<file path="config.mk">
export PLATFORM = sky130hd
export DESIGN_NAME = phy_basic_control_register
export DESIGN_NICKNAME = d
export VERILOG_FILES = /design/src/phy_basic_control_pkg.sv /design/src/phy_basic_control_register.sv
export VERILOG_INCLUDE_DIRS = /design/src
export SDC_FILE = /design/constraint.sdc
export NUM_CORES = 1
export LEC_CHECK = 0
export ABC_AREA = 1
export BUFFER_PORTS_ARGS = -buffer_cell sky130_fd_sc_hd__buf_4
export CAP_MARGIN = 5
export CORE_UTILIZATION = 56
export DETAILED_ROUTE_END_ITERATION = 6
export PLACE_DENSITY = 0.88
export SLEW_MARGIN = 20
export SYNTH_ARGS = -nofsm -noshare
export SYNTH_HDL_FRONTEND = slang
export SYNTH_SLANG_ARGS = --single-unit
</file>
<file path="constraint.sdc">
create_clock -name clk_in -period 2.5 [get_ports clk_in]
set_input_delay 0.25 -clock clk_in [delete_from_list [all_inputs] [get_ports clk_in]]
set_output_delay 0.25 -clock clk_in [all_outputs]
set_load 0.005 [all_outputs]
</file>
<file path="src/phy_basic_control_map.svh">
`ifndef PHY_BASIC_CONTROL_MAP_SVH
`define PHY_BASIC_CONTROL_MAP_SVH

// Register offsets on the management port.
`define PBC_ADDR_W          5
`define PBC_OFF_CTRL        5'h00
`define PBC_OFF_ADV_BASE    5'h04
`define PBC_OFF_ADV_1000    5'h09
`define PBC_OFF_COPPER_CTRL 5'h10
`define PBC_OFF_MAC_CTRL1   5'h12
`define PBC_OFF_STATUS      5'h13
`define PBC_OFF_MAC_CTRL2   5'h15

// Field positions in the basic control register.
`define PBC_BIT_RESET       15
`define PBC_BIT_LOOPBACK    14
`define PBC_BIT_SPEED_LSB   13
`define PBC_BIT_AN_ENABLE   12
`define PBC_BIT_POWER_DOWN  11
`define PBC_BIT_ISOLATE     10
`define PBC_BIT_AN_RESTART  9
`define PBC_BIT_DUPLEX      8
`define PBC_BIT_SPEED_MSB   6

// Field positions in the auxiliary registers.
`define PBC_BIT_COPPER_PD   2
`define PBC_BIT_MAC_KEEP    3
`define PBC_ADV_BASE_MSB    8
`define PBC_ADV_BASE_LSB    5
`define PBC_ADV_1000_MSB    9
`define PBC_ADV_1000_LSB    8

// Reset values of the update fields.
`define PBC_RST_SPEED_LSB   1'h0
`define PBC_RST_SPEED_MSB   1'h1
`define PBC_RST_AN_ENABLE   1'h1
`define PBC_RST_DUPLEX      1'h1

// Software reset duration: time in ns and its cycle count at 100 MHz, rounded up.
`define PBC_CLK_MHZ         100
`define PBC_SWRST_TIME_NS   100
`define PBC_SWRST_CYCLES    ((`PBC_SWRST_TIME_NS * `PBC_CLK_MHZ + 999) / 1000)

`endif

</file>
<file path="src/phy_basic_control_pkg.sv">
package phy_basic_control_pkg;

    // Sequencer for the self-clearing software reset; Gray codes from ST_IDLE to ST_APPLY, but the return to ST_IDLE flips both bits.
    typedef enum logic [1:0] {
        ST_IDLE  = 2'h0,
        ST_RESET = 2'h1,
        ST_APPLY = 2'h3
    } swrst_state_e;

    // Two-bit speed code, high bit first.
    typedef enum logic [1:0] {
        SPEED_10   = 2'h0,
        SPEED_100  = 2'h1,
        SPEED_1000 = 2'h2,
        SPEED_RSVD = 2'h3
    } speed_e;

    typedef logic [15:0] reg16_t;

endpackage : phy_basic_control_pkg

</file>
<file path="src/phy_basic_control_register.sv">
// The implementer's own choice: the address-and-strobe port.
`timescale 1ns/1ps
`include "phy_basic_control_map.svh"

module phy_basic_control_register
    import phy_basic_control_pkg::*;
(
    // Clock and reset
    input  wire logic                   clk_in,
    input  wire logic                   sys_rst_in,
    // Management register port
    input  wire logic [`PBC_ADDR_W-1:0] reg_addr_in,
    input  wire logic [15:0]            reg_wdata_in,
    input  wire logic                   reg_wr_in,
    input  wire logic                   reg_rd_in,
    output logic      [15:0]            reg_rdata_out,
    // Power-down pin, asynchronous to clk_in
    input  wire logic                   power_down_input_pin_in,
    // Data path steering
    output logic                        loopback_out,
    output logic                        link_enable_out,
    output logic                        rate_from_loopback_out,
    output logic      [2:0]             loopback_speed_out,
    output logic      [1:0]             active_speed_out,
    output logic                        active_duplex_out,
    // Negotiation control
    output logic                        an_enable_out,
    output logic                        an_restart_out,
    output logic      [3:0]             adv_base_out,
    output logic      [1:0]             adv_1000_out,
    // Reset and power
    output logic                        sm_reset_out,
    output logic                        power_down_out,
    output logic                        gmii_power_down_out
);

    localparam logic [3:0] SWRST_LOAD = 4'(`PBC_SWRST_CYCLES - 1);

    function automatic logic hit(input logic [`PBC_ADDR_W-1:0] a, input logic [`PBC_ADDR_W-1:0] off);
        hit = (a == off);
    endfunction : hit

    // Pending (written) update fields and other stored bits.
    logic                   spd_lsb_r;
    logic                   spd_msb_r;
    logic                   an_en_r;
    logic                   duplex_r;
    logic                   loop_r;
    logic                   pd_r;
    logic                   copper_pd_r;
    logic                   mac_keep_r;
    logic [2:0]             loop_spd_r;
    logic [3:0]             adv_base_r;
    logic [1:0]             adv_1000_r;
    // Effective copies that drive the link.
    logic [1:0]             eff_speed_r;
    logic                   eff_an_r;
    logic                   eff_duplex_r;
    // Pin synchroniser and edge detect.
    logic                   pin_s1_r;
    logic                   pin_s2_r;
    logic                   pin_s3_r;
    // Sequencer.
    swrst_state_e           st_r;
    swrst_state_e           st_nxt;
    logic [3:0]             cnt_r;
    logic [3:0]             cnt_nxt;

    logic                   wr_ctrl;
    logic                   swrst_req;
    logic                   restart_wr;
    logic                   apply_evt;
    logic                   wake;
    logic                   pd_any;
    logic                   forced_1000;
    logic [1:0]             apply_speed;
    logic                   apply_an;
    logic                   apply_duplex;
    reg16_t                 ctrl_view;
    reg16_t                 rd_mux;

    assign wr_ctrl    = reg_wr_in && hit(reg_addr_in, `PBC_OFF_CTRL);
    assign pd_any     = pd_r | copper_pd_r;
    assign wake       = power_down_out && !pd_any;
    assign swrst_req  = (wr_ctrl && reg_wdata_in[`PBC_BIT_RESET]) || wake;
    assign restart_wr = wr_ctrl && reg_wdata_in[`PBC_BIT_AN_RESTART];
    assign apply_evt  = (st_r == ST_APPLY) || restart_wr;

    // A restart written together with new fields applies those fields at once.
    assign apply_speed  = restart_wr ? {reg_wdata_in[`PBC_BIT_SPEED_MSB], reg_wdata_in[`PBC_BIT_SPEED_LSB]}
                                     : {spd_msb_r, spd_lsb_r};
    assign apply_an     = restart_wr ? reg_wdata_in[`PBC_BIT_AN_ENABLE] : an_en_r;
    assign apply_duplex = restart_wr ? reg_wdata_in[`PBC_BIT_DUPLEX] : duplex_r;
    assign forced_1000  = !eff_an_r && (eff_speed_r == SPEED_1000);

    // Software reset sequencer; a new request during reset restarts the count.
    always_comb begin
        st_nxt  = st_r;
        cnt_nxt = cnt_r;
        case (st_r)
            ST_IDLE: begin
                if (swrst_req) begin
                    st_nxt  = ST_RESET;
                    cnt_nxt = SWRST_LOAD;
                end
            end
            ST_RESET: begin
                if (swrst_req) begin
                    cnt_nxt = SWRST_LOAD;
                end else if (cnt_r == 4'h0) begin
                    st_nxt = ST_APPLY;
                end else begin
                    cnt_nxt = cnt_r - 4'h1;
                end
            end
            ST_APPLY: begin
                st_nxt = ST_IDLE;
                if (swrst_req) begin
                    st_nxt  = ST_RESET;
                    cnt_nxt = SWRST_LOAD;
                end
            end
            default: begin
                st_nxt = ST_IDLE;
            end
        endcase
    end

    always_ff @(posedge clk_in) begin
        if (sys_rst_in) begin
            st_r         <= ST_IDLE;
            cnt_r        <= 4'h0;
            sm_reset_out <= 1'b0;
        end else begin
            st_r         <= st_nxt;
            cnt_r        <= cnt_nxt;
            sm_reset_out <= (st_nxt == ST_RESET);
        end
    end

    // Power-down pin synchroniser; not reset so the level is caught during reset.
    always_ff @(posedge clk_in) begin
        pin_s1_r <= power_down_input_pin_in;
        pin_s2_r <= pin_s1_r;
        pin_s3_r <= pin_s2_r;
    end

    // Power-down bit: pin level at hardware reset, pin edges win over writes.
    always_ff @(posedge clk_in) begin
        if (sys_rst_in) begin
            pd_r <= pin_s2_r;
        end else if (pin_s2_r && !pin_s3_r) begin
            pd_r <= 1'b1;
        end else if (!pin_s2_r && pin_s3_r) begin
            pd_r <= 1'b0;
        end else if (wr_ctrl) begin
            pd_r <= reg_wdata_in[`PBC_BIT_POWER_DOWN];
        end
    end

    // Loopback clears on both resets; a reset in progress overrides a write.
    always_ff @(posedge clk_in) begin
        if (sys_rst_in) begin
            loop_r <= 1'b0;
        end else if (st_nxt == ST_RESET) begin
            loop_r <= 1'b0;
        end else if (wr_ctrl) begin
            loop_r <= reg_wdata_in[`PBC_BIT_LOOPBACK];
        end
    end

    // Pending update fields; they retain across software reset.
    always_ff @(posedge clk_in) begin
        if (sys_rst_in) begin
            spd_lsb_r <= `PBC_RST_SPEED_LSB;
            spd_msb_r <= `PBC_RST_SPEED_MSB;
            an_en_r   <= `PBC_RST_AN_ENABLE;
            duplex_r  <= `PBC_RST_DUPLEX;
        end else if (wr_ctrl) begin
            spd_lsb_r <= reg_wdata_in[`PBC_BIT_SPEED_LSB];
            spd_msb_r <= reg_wdata_in[`PBC_BIT_SPEED_MSB];
            an_en_r   <= reg_wdata_in[`PBC_BIT_AN_ENABLE];
            duplex_r  <= reg_wdata_in[`PBC_BIT_DUPLEX];
        end
    end

    // Effective settings change only on an apply event.
    always_ff @(posedge clk_in) begin
        if (sys_rst_in) begin
            eff_speed_r  <= {`PBC_RST_SPEED_MSB, `PBC_RST_SPEED_LSB};
            eff_an_r     <= `PBC_RST_AN_ENABLE;
            eff_duplex_r <= `PBC_RST_DUPLEX;
        end else if (apply_evt) begin
            eff_speed_r  <= apply_speed;
            eff_an_r     <= apply_an;
            eff_duplex_r <= apply_duplex;
        end
    end

    // Auxiliary registers.
    always_ff @(posedge clk_in) begin
        if (sys_rst_in) begin
            copper_pd_r <= 1'b0;
            mac_keep_r  <= 1'b0;
            loop_spd_r  <= 3'h0;
            adv_base_r  <= 4'hF;
            adv_1000_r  <= 2'h3;
        end else if (reg_wr_in) begin
            if (hit(reg_addr_in, `PBC_OFF_COPPER_CTRL)) begin
                copper_pd_r <= reg_wdata_in[`PBC_BIT_COPPER_PD];
            end else if (hit(reg_addr_in, `PBC_OFF_MAC_CTRL1)) begin
                mac_keep_r <= reg_wdata_in[`PBC_BIT_MAC_KEEP];
            end else if (hit(reg_addr_in, `PBC_OFF_MAC_CTRL2)) begin
                loop_spd_r <= reg_wdata_in[2:0];
            end else if (hit(reg_addr_in, `PBC_OFF_ADV_BASE)) begin
                adv_base_r <= reg_wdata_in[`PBC_ADV_BASE_MSB:`PBC_ADV_BASE_LSB];
            end else if (hit(reg_addr_in, `PBC_OFF_ADV_1000)) begin
                adv_1000_r <= reg_wdata_in[`PBC_ADV_1000_MSB:`PBC_ADV_1000_LSB];
            end
        end
    end

    // Power outputs.
    always_ff @(posedge clk_in) begin
        if (sys_rst_in) begin
            power_down_out      <= 1'b0;
            gmii_power_down_out <= 1'b0;
        end else begin
            power_down_out      <= pd_any;
            gmii_power_down_out <= pd_any && !mac_keep_r;
        end
    end

    // Data path and negotiation outputs.
    always_ff @(posedge clk_in) begin
        if (sys_rst_in) begin
            loopback_out           <= 1'b0;
            link_enable_out        <= 1'b0;
            rate_from_loopback_out <= 1'b0;
            loopback_speed_out     <= 3'h0;
            active_speed_out       <= SPEED_1000;
            active_duplex_out      <= `PBC_RST_DUPLEX;
            an_enable_out          <= `PBC_RST_AN_ENABLE;
            an_restart_out         <= 1'b0;
            adv_base_out           <= 4'h0;
            adv_1000_out           <= 2'h0;
        end else begin
            loopback_out           <= loop_r;
            link_enable_out        <= !loop_r && !pd_any;
            rate_from_loopback_out <= loop_r;
            loopback_speed_out     <= loop_spd_r;
            active_speed_out       <= eff_speed_r;
            active_duplex_out      <= eff_duplex_r;
            an_enable_out          <= eff_an_r || forced_1000;
            an_restart_out         <= apply_evt;
            if (forced_1000) begin
                adv_base_out <= 4'h0;
                adv_1000_out <= eff_duplex_r ? 2'h2 : 2'h1;
            end else begin
                adv_base_out <= adv_base_r;
                adv_1000_out <= adv_1000_r;
            end
        end
    end

    // Isolate, collision test and reserved bits read zero; restart always reads zero, as it is taken on the write itself.
    always_comb begin
        ctrl_view                       = 16'h0000;
        ctrl_view[`PBC_BIT_RESET]       = (st_r != ST_IDLE);
        ctrl_view[`PBC_BIT_LOOPBACK]    = loop_r;
        ctrl_view[`PBC_BIT_SPEED_LSB]   = spd_lsb_r;
        ctrl_view[`PBC_BIT_AN_ENABLE]   = an_en_r;
        ctrl_view[`PBC_BIT_POWER_DOWN]  = pd_r;
        ctrl_view[`PBC_BIT_ISOLATE]     = 1'b0;
        ctrl_view[`PBC_BIT_DUPLEX]      = duplex_r;
        ctrl_view[`PBC_BIT_SPEED_MSB]   = spd_msb_r;
    end

    always_comb begin
        rd_mux = 16'h0000;
        if (hit(reg_addr_in, `PBC_OFF_CTRL)) begin
            rd_mux = ctrl_view;
        end else if (hit(reg_addr_in, `PBC_OFF_COPPER_CTRL)) begin
            rd_mux[`PBC_BIT_COPPER_PD] = copper_pd_r;
        end else if (hit(reg_addr_in, `PBC_OFF_MAC_CTRL1)) begin
            rd_mux[`PBC_BIT_MAC_KEEP] = mac_keep_r;
        end else if (hit(reg_addr_in, `PBC_OFF_MAC_CTRL2)) begin
            rd_mux[2:0] = loop_spd_r;
        end else if (hit(reg_addr_in, `PBC_OFF_ADV_BASE)) begin
            rd_mux[`PBC_ADV_BASE_MSB:`PBC_ADV_BASE_LSB] = adv_base_r;
        end else if (hit(reg_addr_in, `PBC_OFF_ADV_1000)) begin
            rd_mux[`PBC_ADV_1000_MSB:`PBC_ADV_1000_LSB] = adv_1000_r;
        end else if (hit(reg_addr_in, `PBC_OFF_STATUS)) begin
            rd_mux = {10'h000, pd_any, eff_duplex_r, eff_an_r, eff_speed_r, sm_reset_out};
        end
    end

    // Read data stands only in the cycle after the strobe.
    always_ff @(posedge clk_in) begin
        if (sys_rst_in) begin
            reg_rdata_out <= 16'h0000;
        end else begin
            reg_rdata_out <= reg_rd_in ? rd_mux : 16'h0000;
        end
    end
endmodule : phy_basic_control_register

</file>
Word level (Yosys, flattened, before mapping)
Index checks and enable logic that the tools add are counted.

Bits in registers: 65. Latch bits: 0. Memory bits (writable): 0. Bits in read-only memories: 0. Memories: 0.

$add $sub $neg: 1. Multiply operators: 0. Divide/modulo/power cells: 0. Order comparisons: 0. Equal/unequal tests: 12. Shift operators: 0. Muxes and demuxes: 40. Bitwise gates (word level): 6. Reductions and logical operators: 40.

Operator list (count): 2-to-1 mux 16 bit (7); 2-to-1 mux 13 bit (2); == test 5 bit, second input constant (4); 2-to-1 mux 2 bit (8); 2-to-1 mux 4 bit (4); 2-to-1 mux 12 bit (1); 2-to-1 mux 6 bit (2); logical AND 1 bit (9); 2-to-1 mux 1 bit (9); 2-to-1 mux 8 bit (1); one-hot mux 4 bit (2 select lines) (1); OR reduction 2 bit (4); OR reduction 8 bit (1); 2-to-1 mux 7 bit (1); OR reduction 7 bit (1); zero test 1 bit (6); 2-to-1 mux 3 bit (2); one-hot mux 2 bit (3 select lines) (1); AND reduction 3 bit (2); AND reduction 6 bit (1); OR reduction 6 bit (1); == test 5 x 3 -> 1 bit, second input constant (1); == test 5 x 4 -> 1 bit, second input constant (1); zero test 5 bit (1); 19 further kinds (28).

Longest topological paths before layout
Gate-level depths: netlist of run 1.

Depth after elaboration: 14. Gate-level depth with buffers: 10. Mapped depth without buffers: 10.

Worst setup path after synthesis of run 1
OpenSTA, ideal clock, no wires.

Kind: reg-to-reg. From: register st_r[0]. To: register cnt_r[1]. Data arrival time: 1.275 ns. Required time: 2.382 ns. Slack: 1.107 ns. Cell stages (with the launch flop): 9. Clock period less this slack: 1.393 ns. Cells stage by stage: dfxtp_1 -> inv_1 -> ha_1 -> nand2_1 -> nand3_4 -> nand2_4 -> clkinv_2 -> o21ai_0 -> nor2_1.

Cells in the longest elaborated chain, start to end: 4. Elaborated cells between the ends (all ways): 9. Those cells by class: eq/ne: 4; mux: 1; reduce/logical: 4.

RTL lines: start, declared (line phy_basic_control_register.sv:64) `swrst_state_e st_r;`; start signal, assigned (line phy_basic_control_register.sv:135) `st_r <= st_nxt;`; == test 2 bit or zero test 2 bit (tied branches) (line phy_basic_control_register.sv:100) `case (st_r)`; OR reduction 2 bit (no source line); != test 2 x 1 -> 1 bit (no source line) or nonzero test 2 bit (tied branches); AND reduction 3 bit (no source line); end signal, assigned (line phy_basic_control_register.sv:136) `cnt_r <= cnt_nxt;`; end, declared (line phy_basic_control_register.sv:66) `logic [3:0] cnt_r;`.

Several ways; a longest one is shown, not always the timed one. A chain may end at the register's enable or synchronous reset.

Worst setup path in the final report of run 1
Same ends and word-level chain as after synthesis.

==> flow_summary.json, run 1 <==
{
  "setup_viol_count_final": 0,
  "place_congestion": 0.8762,
  "finalMaxSlewViolations": 0,
  "min-delay-path-class": "primary input to flop",
  "ys_seq_area_share_pct": 50.49,
  "syn2layout_area_growth_pct": 26.13,
  "path_class": "flop to flop",
  "cp.required_ns": 2.73,
  "cts_max_level": 3,
  "grt_max_degree": 27,
  "track_usage_pct": 24.85,
  "cellPowerDensity_nw_per_um2": 809.4,
  "clk_pin_slew_worst_paths_ns": 0.07,
  "drv_cap": 0,
  "yosys_warnings": 0,
  "hold_viol_final": 0,
  "peakVddDrop_v": 0.0005289,
  "grt_use_met2_pct": 37.86,
  "slowest_delay_ns": 0.41,
  "finalInstanceArea_sq_um": 3226,
  "grt_pass1_wl_mm": 9.356,
  "cts_root_buf": "clkbuf_8",
  "path_buf_inv": 2,
  "drt-total-wl_mm": 5.622,
  "drive_above_1_share_pct": 25.46,
  "end_kind": "flop",
  "arrival_ns": 1.84,
  "syn_area_per_cell_sq_um": 8.197,
  "drc": 0,
  "nNetsFinal": 411,
  "final_cell_mix": "63 x dfxtp_1, 59 x buf_4, 49 x inv_1",
  "cp-start-kind": "flop",
  "endpoint": "cnt_r[1]$_SDFFE_PP0P_",
  "r2r_start": "st_r[0]$_SDFF_PP0_",
  "power.total_mw": 2.611,
  "numCtsBuffers": 9,
  "avgViaCountPerCell": 5.148,
  "dr_total_vias": 2229,
  "critPathLaunch": "st_r[0]$_SDFF_PP0_",
  "status": "complete, no violations",
  "critPathSlowestCell": "dfxtp_1",
  "utilization_pct": 73.57,
  "grt_overflow": 0,
  "crit_chain": "inv_1 > ha_1 > nand2_1 > nand3_4 > nand2_4 > clkinv_2 > o21ai_0 > nor2_1",
  "synth_cell_types": 36,
  "hold_ws_ns": 0.1336,
  "ctsHoldBuffers": 1,
  "cts_tree": "yes",
  "leakage_nw": 1.549,
  "fmax_mhz": 619.8,
  "syn_area_sq_um": 2557,
  "clock-sinks": 64,
  "ys_ff_latch": 64,
  "dp_hpwl_mm": 4.113,
  "synth_edf_count": 1,
  "dr.pass1.iters": 4,
  "portBuffers": 58,
  "r2r_cells": 8,
  "critical_path.max_fanout": 5,
  "drt-initial-drc-count": 193,
  "initial_core_util_pct": 58.33,
  "core_area_sq_um": 4384,
  "critPathTopFamily": "flip-flops",
  "use_met1_pct": 30.73,
  "synthArstFlopShare_pct": 0,
  "top_usage_layer": "met2",
  "tns_ns": 0,
  "cts_buffer_depth": 2,
  "fp-row-count": 24,
  "diodes": 0,
  "layout_commonest_cell": "dfxtp_1",
  "ys.flop_type": "dfxtp_1",
  "wire_per_inst_microns": 12.98,
  "die_area_sq_um": 4841,
  "cp.depth": 8,
  "placed_area_sq_um": 3029,
  "die_y_microns": 69.58,
  "r2r_end": "cnt_r[1]$_SDFFE_PP0P_",
  "grt_use_met3_pct": 7.413,
  "io_pins": 62,
  "clkLatencyLatePin_ns": 0.34,
  "drtAntennaViolNets": 0,
  "rrSetupSlack_ns": 0.89,
  "finalCritPeriodShare_pct": 64.54,
  "die_w_microns": 69.58,
  "synth_nets": 347,
  "post-cts-setup-buffers": 0,
  "cts-resized-gates": 0,
  "grt_antenna_before_repair": 0,
  "grt_setup_unrepaired": "false",
  "fin_crit_ns": 1.613,
  "first_global_vias": 2076,
  "skew_ns": 0.005109,
  "netlist_instances": 312
}
worst register-to-register path, stage by stage (launching register included):
cell and delay, ns:
dfxtp_1 0.41, inv_1 0.11, ha_1 0.34, nand2_1 0.15
nand3_4 0.09, nand2_4 0.10, clkinv_2 0.09, o21ai_0 0.15
nor2_1 0.06
state kept, by name, summed over array words and instances, names as in the netlist, 2 cells and up:
name / count
reg_rdata_out: 15
adv_base_out: 4
adv_base_r: 4
cnt_r: 4
loop_spd_r: 3
loopback_speed_out: 3
active_speed_out: 2
adv_1000_out: 2
adv_1000_r: 2
eff_speed_r: 2
st_r: 2
per-layer routing:
metal	wire (microns)	vias up
li1	-	1115
met1	2414	1001
met2	2602	98
met3	440	15
met4	164	0
met5	0	-
power by group:
group | switching (mW) | internal [mW] | total, mW | leakage (nW)
sequential | 0.0473 | 1.10 | 1.15 | 0.524
combinational | 0.370 | 0.254 | 0.624 | 0.927
clock | 0.389 | 0.451 | 0.839 | 0.0985
total | 0.806 | 1.80 | 2.61 | 1.55
cells in the mapped netlist, types with 2 or more instances:
master,instances,area [sq um]
dfxtp_1,63,1261
inv_1,49,183.9
nand2_1,47,176.4
nor2_1,39,146.4
a21oi_1,15,75.07
o21ai_0,15,75.07
nand3_1,13,65.06
ha_1,9,112.6
o211ai_1,9,67.56
nor3_1,7,35.03
nand2_2,4,25.02
nand4_1,4,25.02
nor2_4,4,45.04
inv_2,3,11.26
o21ai_1,3,15.01
a211oi_1,2,15.01
a21oi_2,2,17.52
buf_1,2,7.510
buf_2,2,10.01
buf_4,2,15.01
clkinv_2,2,10.01
nand3_4,2,35.03
kinds of logic after synthesis:
logic type | synth area share (%)
other cells | 0.1466
fa+ha+maj | 4.403
compound gates | 11.99
xor+xnor | 0.3425
simple gates | 23.19
flops | 50.49
buf+inv | 9.442
stage by stage:
stage               std cells  worst slack (ns)
floorplan                 312             1.107
global placement          416            0.9184
detailed placement        416            0.8724
CTS                       433            0.8995
global route              433            0.7388
finish                    433            0.8866
layout make-up:
cell class / count / area (sq um)
inverter: 54 / 205.2
clock buffer: 9 / 123.9
multi-input combinational: 187 / 1025
fill: 331 / 1159
clock inverter: 7 / 62.56
tap: 52 / 65.06
timing repair buffer: 60 / 452.9
sequential: 64 / 1291
worst min path at each step:
stage,cells past startpoint,to,startpoint,slack (ns)
global route,3,adv_base_r[0]$_SDFFE_PP1P_,reg_wdata_in[5],0.14
CTS,3,an_en_r$_SDFFE_PP1N_,reg_wdata_in[12],0.12
detailed placement,0,pin_s2_r$_DFF_P_,pin_s1_r$_DFF_P_,0.31
global placement,0,pin_s2_r$_DFF_P_,pin_s1_r$_DFF_P_,0.31
floorplan,0,pin_s1_r$_DFF_P_,power_down_input_pin_in,0.28
finish,3,an_en_r$_SDFFE_PP1N_,reg_wdata_in[12],0.13
(Power assumes the default switching activity.)
==> inputs of run 2 (changes only) <==
--- a/config.mk
+++ b/config.mk
@@ -6,12 +6,12 @@
 export SDC_FILE = /design/constraint.sdc
 export NUM_CORES = 1
 export LEC_CHECK = 0
-export ABC_AREA = 1
+export ABC_AREA = 0
 export BUFFER_PORTS_ARGS = -buffer_cell sky130_fd_sc_hd__buf_4
 export CAP_MARGIN = 5
-export CORE_UTILIZATION = 56
+export CORE_UTILIZATION = 52
 export DETAILED_ROUTE_END_ITERATION = 6
-export PLACE_DENSITY = 0.88
+export PLACE_DENSITY = 0.83
 export SLEW_MARGIN = 20
 export SYNTH_ARGS = -nofsm -noshare
 export SYNTH_HDL_FRONTEND = slang
==> constraint.sdc (replaced) <==
create_clock -name clk_in -period 1.5 [get_ports clk_in]
set_input_delay 0.15 -clock clk_in [delete_from_list [all_inputs] [get_ports clk_in]]
set_output_delay 0.15 -clock clk_in [all_outputs]
set_load 0.005 [all_outputs]
==> run 2 against run 1 <==
Effect of this change: worst hold slack got worse by 0.093 ns; die area rose by 7.8%; area after synthesis increased by 0.29%; worst setup slack worse by 0.84 ns; design area grew 5.3%; total power grew 65%; sequential share of layout area shrank 1.9 points; first-iteration DRC count up 39%; critical path type unchanged; critical endpoint unchanged.
==> flow_summary.json, run 2 <==
{
  "status": "complete, no violations",
  "synthArstFlopShare_pct": 0,
  "cts_root_buf": "clkbuf_8",
  "arrival_ns": 1.68,
  "r2r_start": "st_r[1]$_SDFF_PP0_",
  "path_class": "flop to flop",
  "fin_crit_ns": 1.456,
  "grt_antenna_before_repair": 0,
  "fmax_mhz": 686.7,
  "clkLatencyLatePin_ns": 0.34,
  "skew_ns": 0.009902,
  "synth_edf_count": 1,
  "synth_common_cells": "63 x dfxtp_1, 26 x nand2_1, 26 x nand3_1",
  "critical_path.max_fanout": 3,
  "numCtsBuffers": 9,
  "clock-sinks": 64,
  "setup_viol_count_final": 0,
  "leakage_nw": 1.529,
  "core_area_sq_um": 4723,
  "hold_viol_final": 0,
  "ys_ff_latch": 64,
  "synth_cell_types": 41,
  "drt-initial-drc-count": 268,
  "r2r_end": "cnt_r[1]$_SDFFE_PP0P_",
  "dr.pass1.iters": 4,
  "cts_tree": "yes",
  "drt-total-wl_mm": 5.921,
  "placed_area_sq_um": 3178,
  "diodes": 0,
  "synth_area_leaders": "dfxtp_1 49%, nand3_1 5.1%, mux2i_1 4.7%",
  "initial_core_util_pct": 54.30,
  "finalInstanceArea_sq_um": 3396,
  "post-cts-setup-buffers": 0,
  "tns_ns": 0,
  "power.clock.fraction_pct": 30.9,
  "cts_max_level": 3,
  "yosysMostFrequentCell": "dfxtp_1",
  "grt_pass1_wl_mm": 9.597,
  "track_usage_pct": 24.09,
  "cts_buffer_depth": 2,
  "ys_seq_area_share_pct": 50.34,
  "nNetsFinal": 387,
  "finalCritPeriodShare_pct": 97.08,
  "fp-row-count": 25,
  "comb_power_share_pct": 24.6,
  "drc": 0,
  "synth_top_area_share_pct": 49.17,
  "drtAntennaViolNets": 0,
  "grt_overflow": 0,
  "clk_pin_slew_worst_paths_ns": 0.08,
  "min_path_cells": 3,
  "wire_per_inst_microns": 13.96,
  "critPathSlowestCell": "dfxtp_1",
  "drive_above_1_share_pct": 30.25,
  "final_cell_mix": "80 x buf_4, 61 x dfxtp_1, 26 x nand2_1, 26 x nand3_1, 21 x nor2_1",
  "top_register": "reg_rdata_out",
  "first_global_vias": 2123,
  "die_w_microns": 72.23,
  "io_pins": 62,
  "peakVddDrop_v": 0.001063,
  "min-delay-path-class": "primary input to flop",
  "dr_total_vias": 2259,
  "die_y_microns": 72.23,
  "p_sw_mw": 1.306,
  "layout_commonest_cell": "buf_4",
  "cp-start-kind": "flop",
  "intPower_mw": 2.996,
  "syn2layout_area_growth_pct": 32.39,
  "finalMaxSlewViolations": 0,
  "place_congestion": 0.8293,
  "crit_chain": "inv_1 > ha_1 > nand4bb_1 > and2_4 > o21ai_1 > a32o_1",
  "avgViaCountPerCell": 5.328,
  "ys.flop_type": "dfxtp_1",
  "synth_nets": 310,
  "slowest_delay_ns": 0.36,
  "portBuffers": 58,
  "yosys_warnings": 0,
  "die_area_sq_um": 5217,
  "hold_start": "reg_wdata_in[7]",
  "cp.required_ns": 1.72,
  "netlist_instances": 275,
  "drv_cap": 0,
  "end_kind": "flop",
  "switching_share_pct": 30.36,
  "largest_reg_flops": 15,
  "syn_area_per_cell_sq_um": 9.327,
  "p_seq_share_pct": 44.4,
  "holdPathEnd": "adv_base_r[2]$_SDFFE_PP1P_",
  "syn_area_sq_um": 2565,
  "yosys.area.top_type": "dfxtp_1",
  "grt_max_degree": 19,
  "cellPowerDensity_nw_per_um2": 1267,
  "dp_hpwl_mm": 4.284,
  "rrSetupSlack_ns": 0.04,
  "r2r_cells": 6
}
## run 2: worst max-delay path: cells and delay by family, from the launching register on
kind | cells | cell delay, ns
flops | 1 | 0.36
fa+ha+maj | 1 | 0.22
simple gates | 2 | 0.34
buf+inv | 1 | 0.09
compound gates | 2 | 0.33
## run 2: metrics by stage
| step | hold slack, ns | std cells | power [mW] | util (%) | worst slack, ns |
|---|---|---|---|---|---|
| global route | 0.04797 | 424 | 4.495 | 71.89 | -0.008573 |
| CTS | 0.03061 | 424 | 4.260 | 71.42 | 0.01410 |
| global placement | 0.2545 | 407 | 2.881 | 67.28 | 0.03470 |
| detailed placement | 0.2560 | 407 | 2.918 | 67.28 | -0.007081 |
| floorplan | 0.1777 | 275 | 2.526 | - | 0.003507 |
| finish | 0.04045 | 424 | 4.302 | 71.89 | 0.04382 |
## run 2: worst max-delay path by stage
stage                             from                       to  slack, ns  cells past startpoint
floorplan               reg_addr_in[2]  sm_reset_out$_SDFF_PP0_      0.004                      5
global placement    st_r[0]$_SDFF_PP0_    cnt_r[1]$_SDFFE_PP0P_       0.03                      5
detailed placement  st_r[1]$_SDFF_PP0_    cnt_r[1]$_SDFFE_PP0P_     -0.007                      6
CTS                 st_r[0]$_SDFF_PP0_    cnt_r[1]$_SDFFE_PP0P_       0.01                      5
global route        st_r[1]$_SDFF_PP0_    cnt_r[1]$_SDFFE_PP0P_     -0.009                      6
finish              st_r[1]$_SDFF_PP0_    cnt_r[1]$_SDFFE_PP0P_       0.04                      6
## run 2: cell families after synthesis
| family | count (synthesis) | synth area share, % |
|---|---|---|
| other | 1 | 0.1462 |
| AO/OA/AOI/OAI | 39 | 10.73 |
| AND/OR/NAND/NOR | 121 | 24.59 |
| flip-flops | 64 | 50.34 |
| multiplexers | 13 | 5.122 |
| adder cells (fa/ha/maj) | 9 | 4.390 |
| buffers and inverters | 28 | 4.682 |
## run 2: routing by layer
metal / track usage, % / routed length, microns / up-vias
met2: 40.08 / 2887 / 91
met4: 11.98 / 127 / 0
met1: 29.58 / 2568 / 1056
li1: - / - / 1100
met3: 5.139 / 337 / 12
met5: 0 / 0 / -
## run 2: area by class of cell
type	count	area, sq um
fill	341	1328
sequential	64	1294
multi-input combinational	183	1176
timing repair buffer	81	610.6
clock buffer	10	137.6
tap	67	83.83
inverter	13	48.80
clock inverter	6	45.04
## run 2: power groups by stage
stage / Sequential [mW] / Combinational [mW] / Clock [mW]
2_1_floorplan: 1.92 / 0.604 / 0
3_3_place_gp: 1.94 / 0.945 / 0
3_5_place_dp: 1.94 / 0.982 / 0
4_1_cts: 1.90 / 1.01 / 1.35
5_1_grt: 1.92 / 1.16 / 1.41
6_report: 1.91 / 1.06 / 1.33
## run 2: timing repair
item                       CTS  global route
gates resized for setup      1             7
pin swaps                    0             2
hold endpoints to repair     1             0
hold buffers                 1             0
setup endpoints to repair    1             5
==> inputs of run 3 (changes only) <==
--- a/config.mk
+++ b/config.mk
@@ -10,8 +10,10 @@
 export BUFFER_PORTS_ARGS = -buffer_cell sky130_fd_sc_hd__buf_4
 export CAP_MARGIN = 5
 export CORE_UTILIZATION = 52
+export CTS_BUF_LIST = sky130_fd_sc_hd__clkbuf_16
 export DETAILED_ROUTE_END_ITERATION = 6
 export PLACE_DENSITY = 0.83
+export RECOVER_POWER = 50
 export SLEW_MARGIN = 20
 export SYNTH_ARGS = -nofsm -noshare
 export SYNTH_HDL_FRONTEND = slang
==> run 3 against run 2 <==
Effect of this change: flip-flop and latch count stayed put; first-iteration DRC count decreased by 1.9%; die area unchanged; clock skew fell by 0.0040 ns; sequential power about the same; combinational power hardly changed; critical path type unchanged.
==> flow_summary.json, run 3 (synthesized netlist as in run 2, its figures left out) <==
{
  "status": "complete, no violations",
  "finalMaxSlewViolations": 0,
  "slew_headroom_pct": 57.77,
  "grt_max_degree": 19,
  "place_congestion": 0.8293,
  "grt_pass1_wl_mm": 9.839,
  "drtAntennaViolNets": 0,
  "fmax_mhz": 707.8,
  "critical_path.max_fanout": 4,
  "slowest_delay_ns": 0.34,
  "worstMarginPinSlew_ns": 0.6334,
  "dp_hpwl_mm": 4.284,
  "first_global_vias": 2133,
  "fp-row-count": 25,
  "initial_core_util_pct": 54.30,
  "fin_crit_ns": 1.413,
  "layout_commonest_cell": "dfxtp_1",
  "portBuffers": 58,
  "grt_overflow": 0,
  "numCtsBuffers": 9,
  "arrival_ns": 1.62,
  "peakVddDrop_v": 0.001229,
  "drc": 0,
  "cts_tree": "yes",
  "cp.required_ns": 1.71,
  "syn2layout_area_growth_pct": 35.27,
  "cts_max_level": 3,
  "cp-start-kind": "flop",
  "die_y_microns": 72.23,
  "drt-total-wl_mm": 6.030,
  "critPathSlowestCell": "dfxtp_1",
  "avgViaCountPerCell": 5.321,
  "drv_cap": 0,
  "grt_setup_unrepaired": "false",
  "track_usage_pct": 24.98,
  "cts_root_buf": "clkbuf_16",
  "clkLatencyLatePin_ns": 0.33,
  "die_area_sq_um": 5217,
  "final_cell_mix": "61 x dfxtp_1, 42 x buf_4, 33 x clkbuf_4",
  "hold_viol_final": 0,
  "dr.pass1.iters": 4,
  "end_kind": "flop",
  "finalCritPeriodShare_pct": 94.19,
  "path_class": "flop to flop",
  "drt-initial-drc-count": 263,
  "crit_chain": "inv_1 > ha_1 > nand4bb_1 > and2_4 > o21ai_1 > a32o_1",
  "utilization_pct": 73.46,
  "largest_reg_flops": 15,
  "diodes": 0,
  "wire_per_inst_microns": 14.22,
  "clock-sinks": 64,
  "top_register": "reg_rdata_out",
  "clk_pin_slew_worst_paths_ns": 0.05,
  "min-delay-path-class": "primary input to flop",
  "critPathTopFamily": "flip-flops",
  "leakage_nw": 1.541,
  "drive_above_1_share_pct": 28.85,
  "core_area_sq_um": 4723,
  "die_w_microns": 72.23,
  "cts_buffer_depth": 2,
  "nNetsFinal": 387,
  "placed_area_sq_um": 3178,
  "path_buf_inv": 1,
  "dr_total_vias": 2256,
  "io_pins": 62,
  "skew_ns": 0.005873,
  "setup_viol_count_final": 0,
  "cellPowerDensity_nw_per_um2": 1391,
  "finalInstanceArea_sq_um": 3470,
  "grt_antenna_before_repair": 0
}
run 3: changes by cell type in the layout (fill, tap and decap cells not counted), sizes merged:
| cell | previous run | this run |
|---|---|---|
| clkinv | 4 | 5 |
| clkbuf | 10 | 47 |
| buf | 80 | 42 |
run 3: worst paths after layout:
| path | cells past startpoint | start | slack, ns | end |
|---|---|---|---|---|
| setup / recovery | 6 | cnt_r[0]$_SDFFE_PP0P_ | 0.09 | cnt_r[1]$_SDFFE_PP0P_ |
| hold / removal | 3 | reg_wdata_in[12] | 0.06 | eff_an_r$_SDFFE_PP1P_ |
| setup reg to reg | 6 | cnt_r[0]$_SDFFE_PP0P_ | 0.09 | cnt_r[1]$_SDFFE_PP0P_ |
| hold reg to reg | 0 | pin_s1_r$_DFF_P_ | 0.33 | pin_s2_r$_DFF_P_ |
run 3: cell type report:
| cell class | count | area (sq um) |
|---|---|---|
| multi-input combinational | 183 | 1176 |
| tap | 67 | 83.83 |
| inverter | 13 | 48.80 |
| clock inverter | 7 | 48.80 |
| sequential | 64 | 1294 |
| timing repair buffer | 81 | 593.1 |
| clock buffer | 9 | 225.2 |
| fill | 340 | 1254 |
run 3: routing by layer:
layer	wire [microns]	part of all wire [%]	vias to the layer above	track usage, %
met4	130	2.2	0	11.11
li1	-	-	1108	-
met5	0	0	-	0
met2	2934	49	86	41.54
met1	2628	44	1050	30.80
met3	337	5.6	12	5.972
run 3: power by group:
group	switching [mW]	internal [mW]	leakage, nW
clock	0.746	1.11	0.125
combinational	0.527	0.525	0.891
sequential	0.0933	1.82	0.525
run 3: per-stage QoR:
stage	setup WS [ns]	hold slack [ns]	instances	total power [mW]	setup TNS, ns
2_1_floorplan	0.003507	0.1777	275	2.526	0
5_1_grt	0.01627	0.06237	424	5.033	0
6_report	0.08720	0.05600	424	4.826	0
3_5_place_dp	-0.007081	0.2560	407	2.918	-0.007081
3_3_place_gp	0.03470	0.2545	407	2.881	0
4_1_cts	0.03013	0.04853	424	4.781	0
run 3: repair_timing:
| item | in CTS | in global routing |
|---|---|---|
| pin swaps | 0 | 2 |
| endpoints found under the hold margin | 1 | 0 |
| gates resized for setup | 1 | 7 |
| setup buffers | 0 | 0 |
| endpoints found under the setup margin | 1 | 5 |
| hold buffers | 1 | 0 |
run 3: worst reg2reg max path: cells and delay by family (launching register included):
family	cells	cell delay [ns]
adders and majority gates	1	0.22
AOI/OAI and AO/OA	2	0.33
DFF	1	0.34
and+or+nand+nor	2	0.34
buffers and inverters	1	0.08
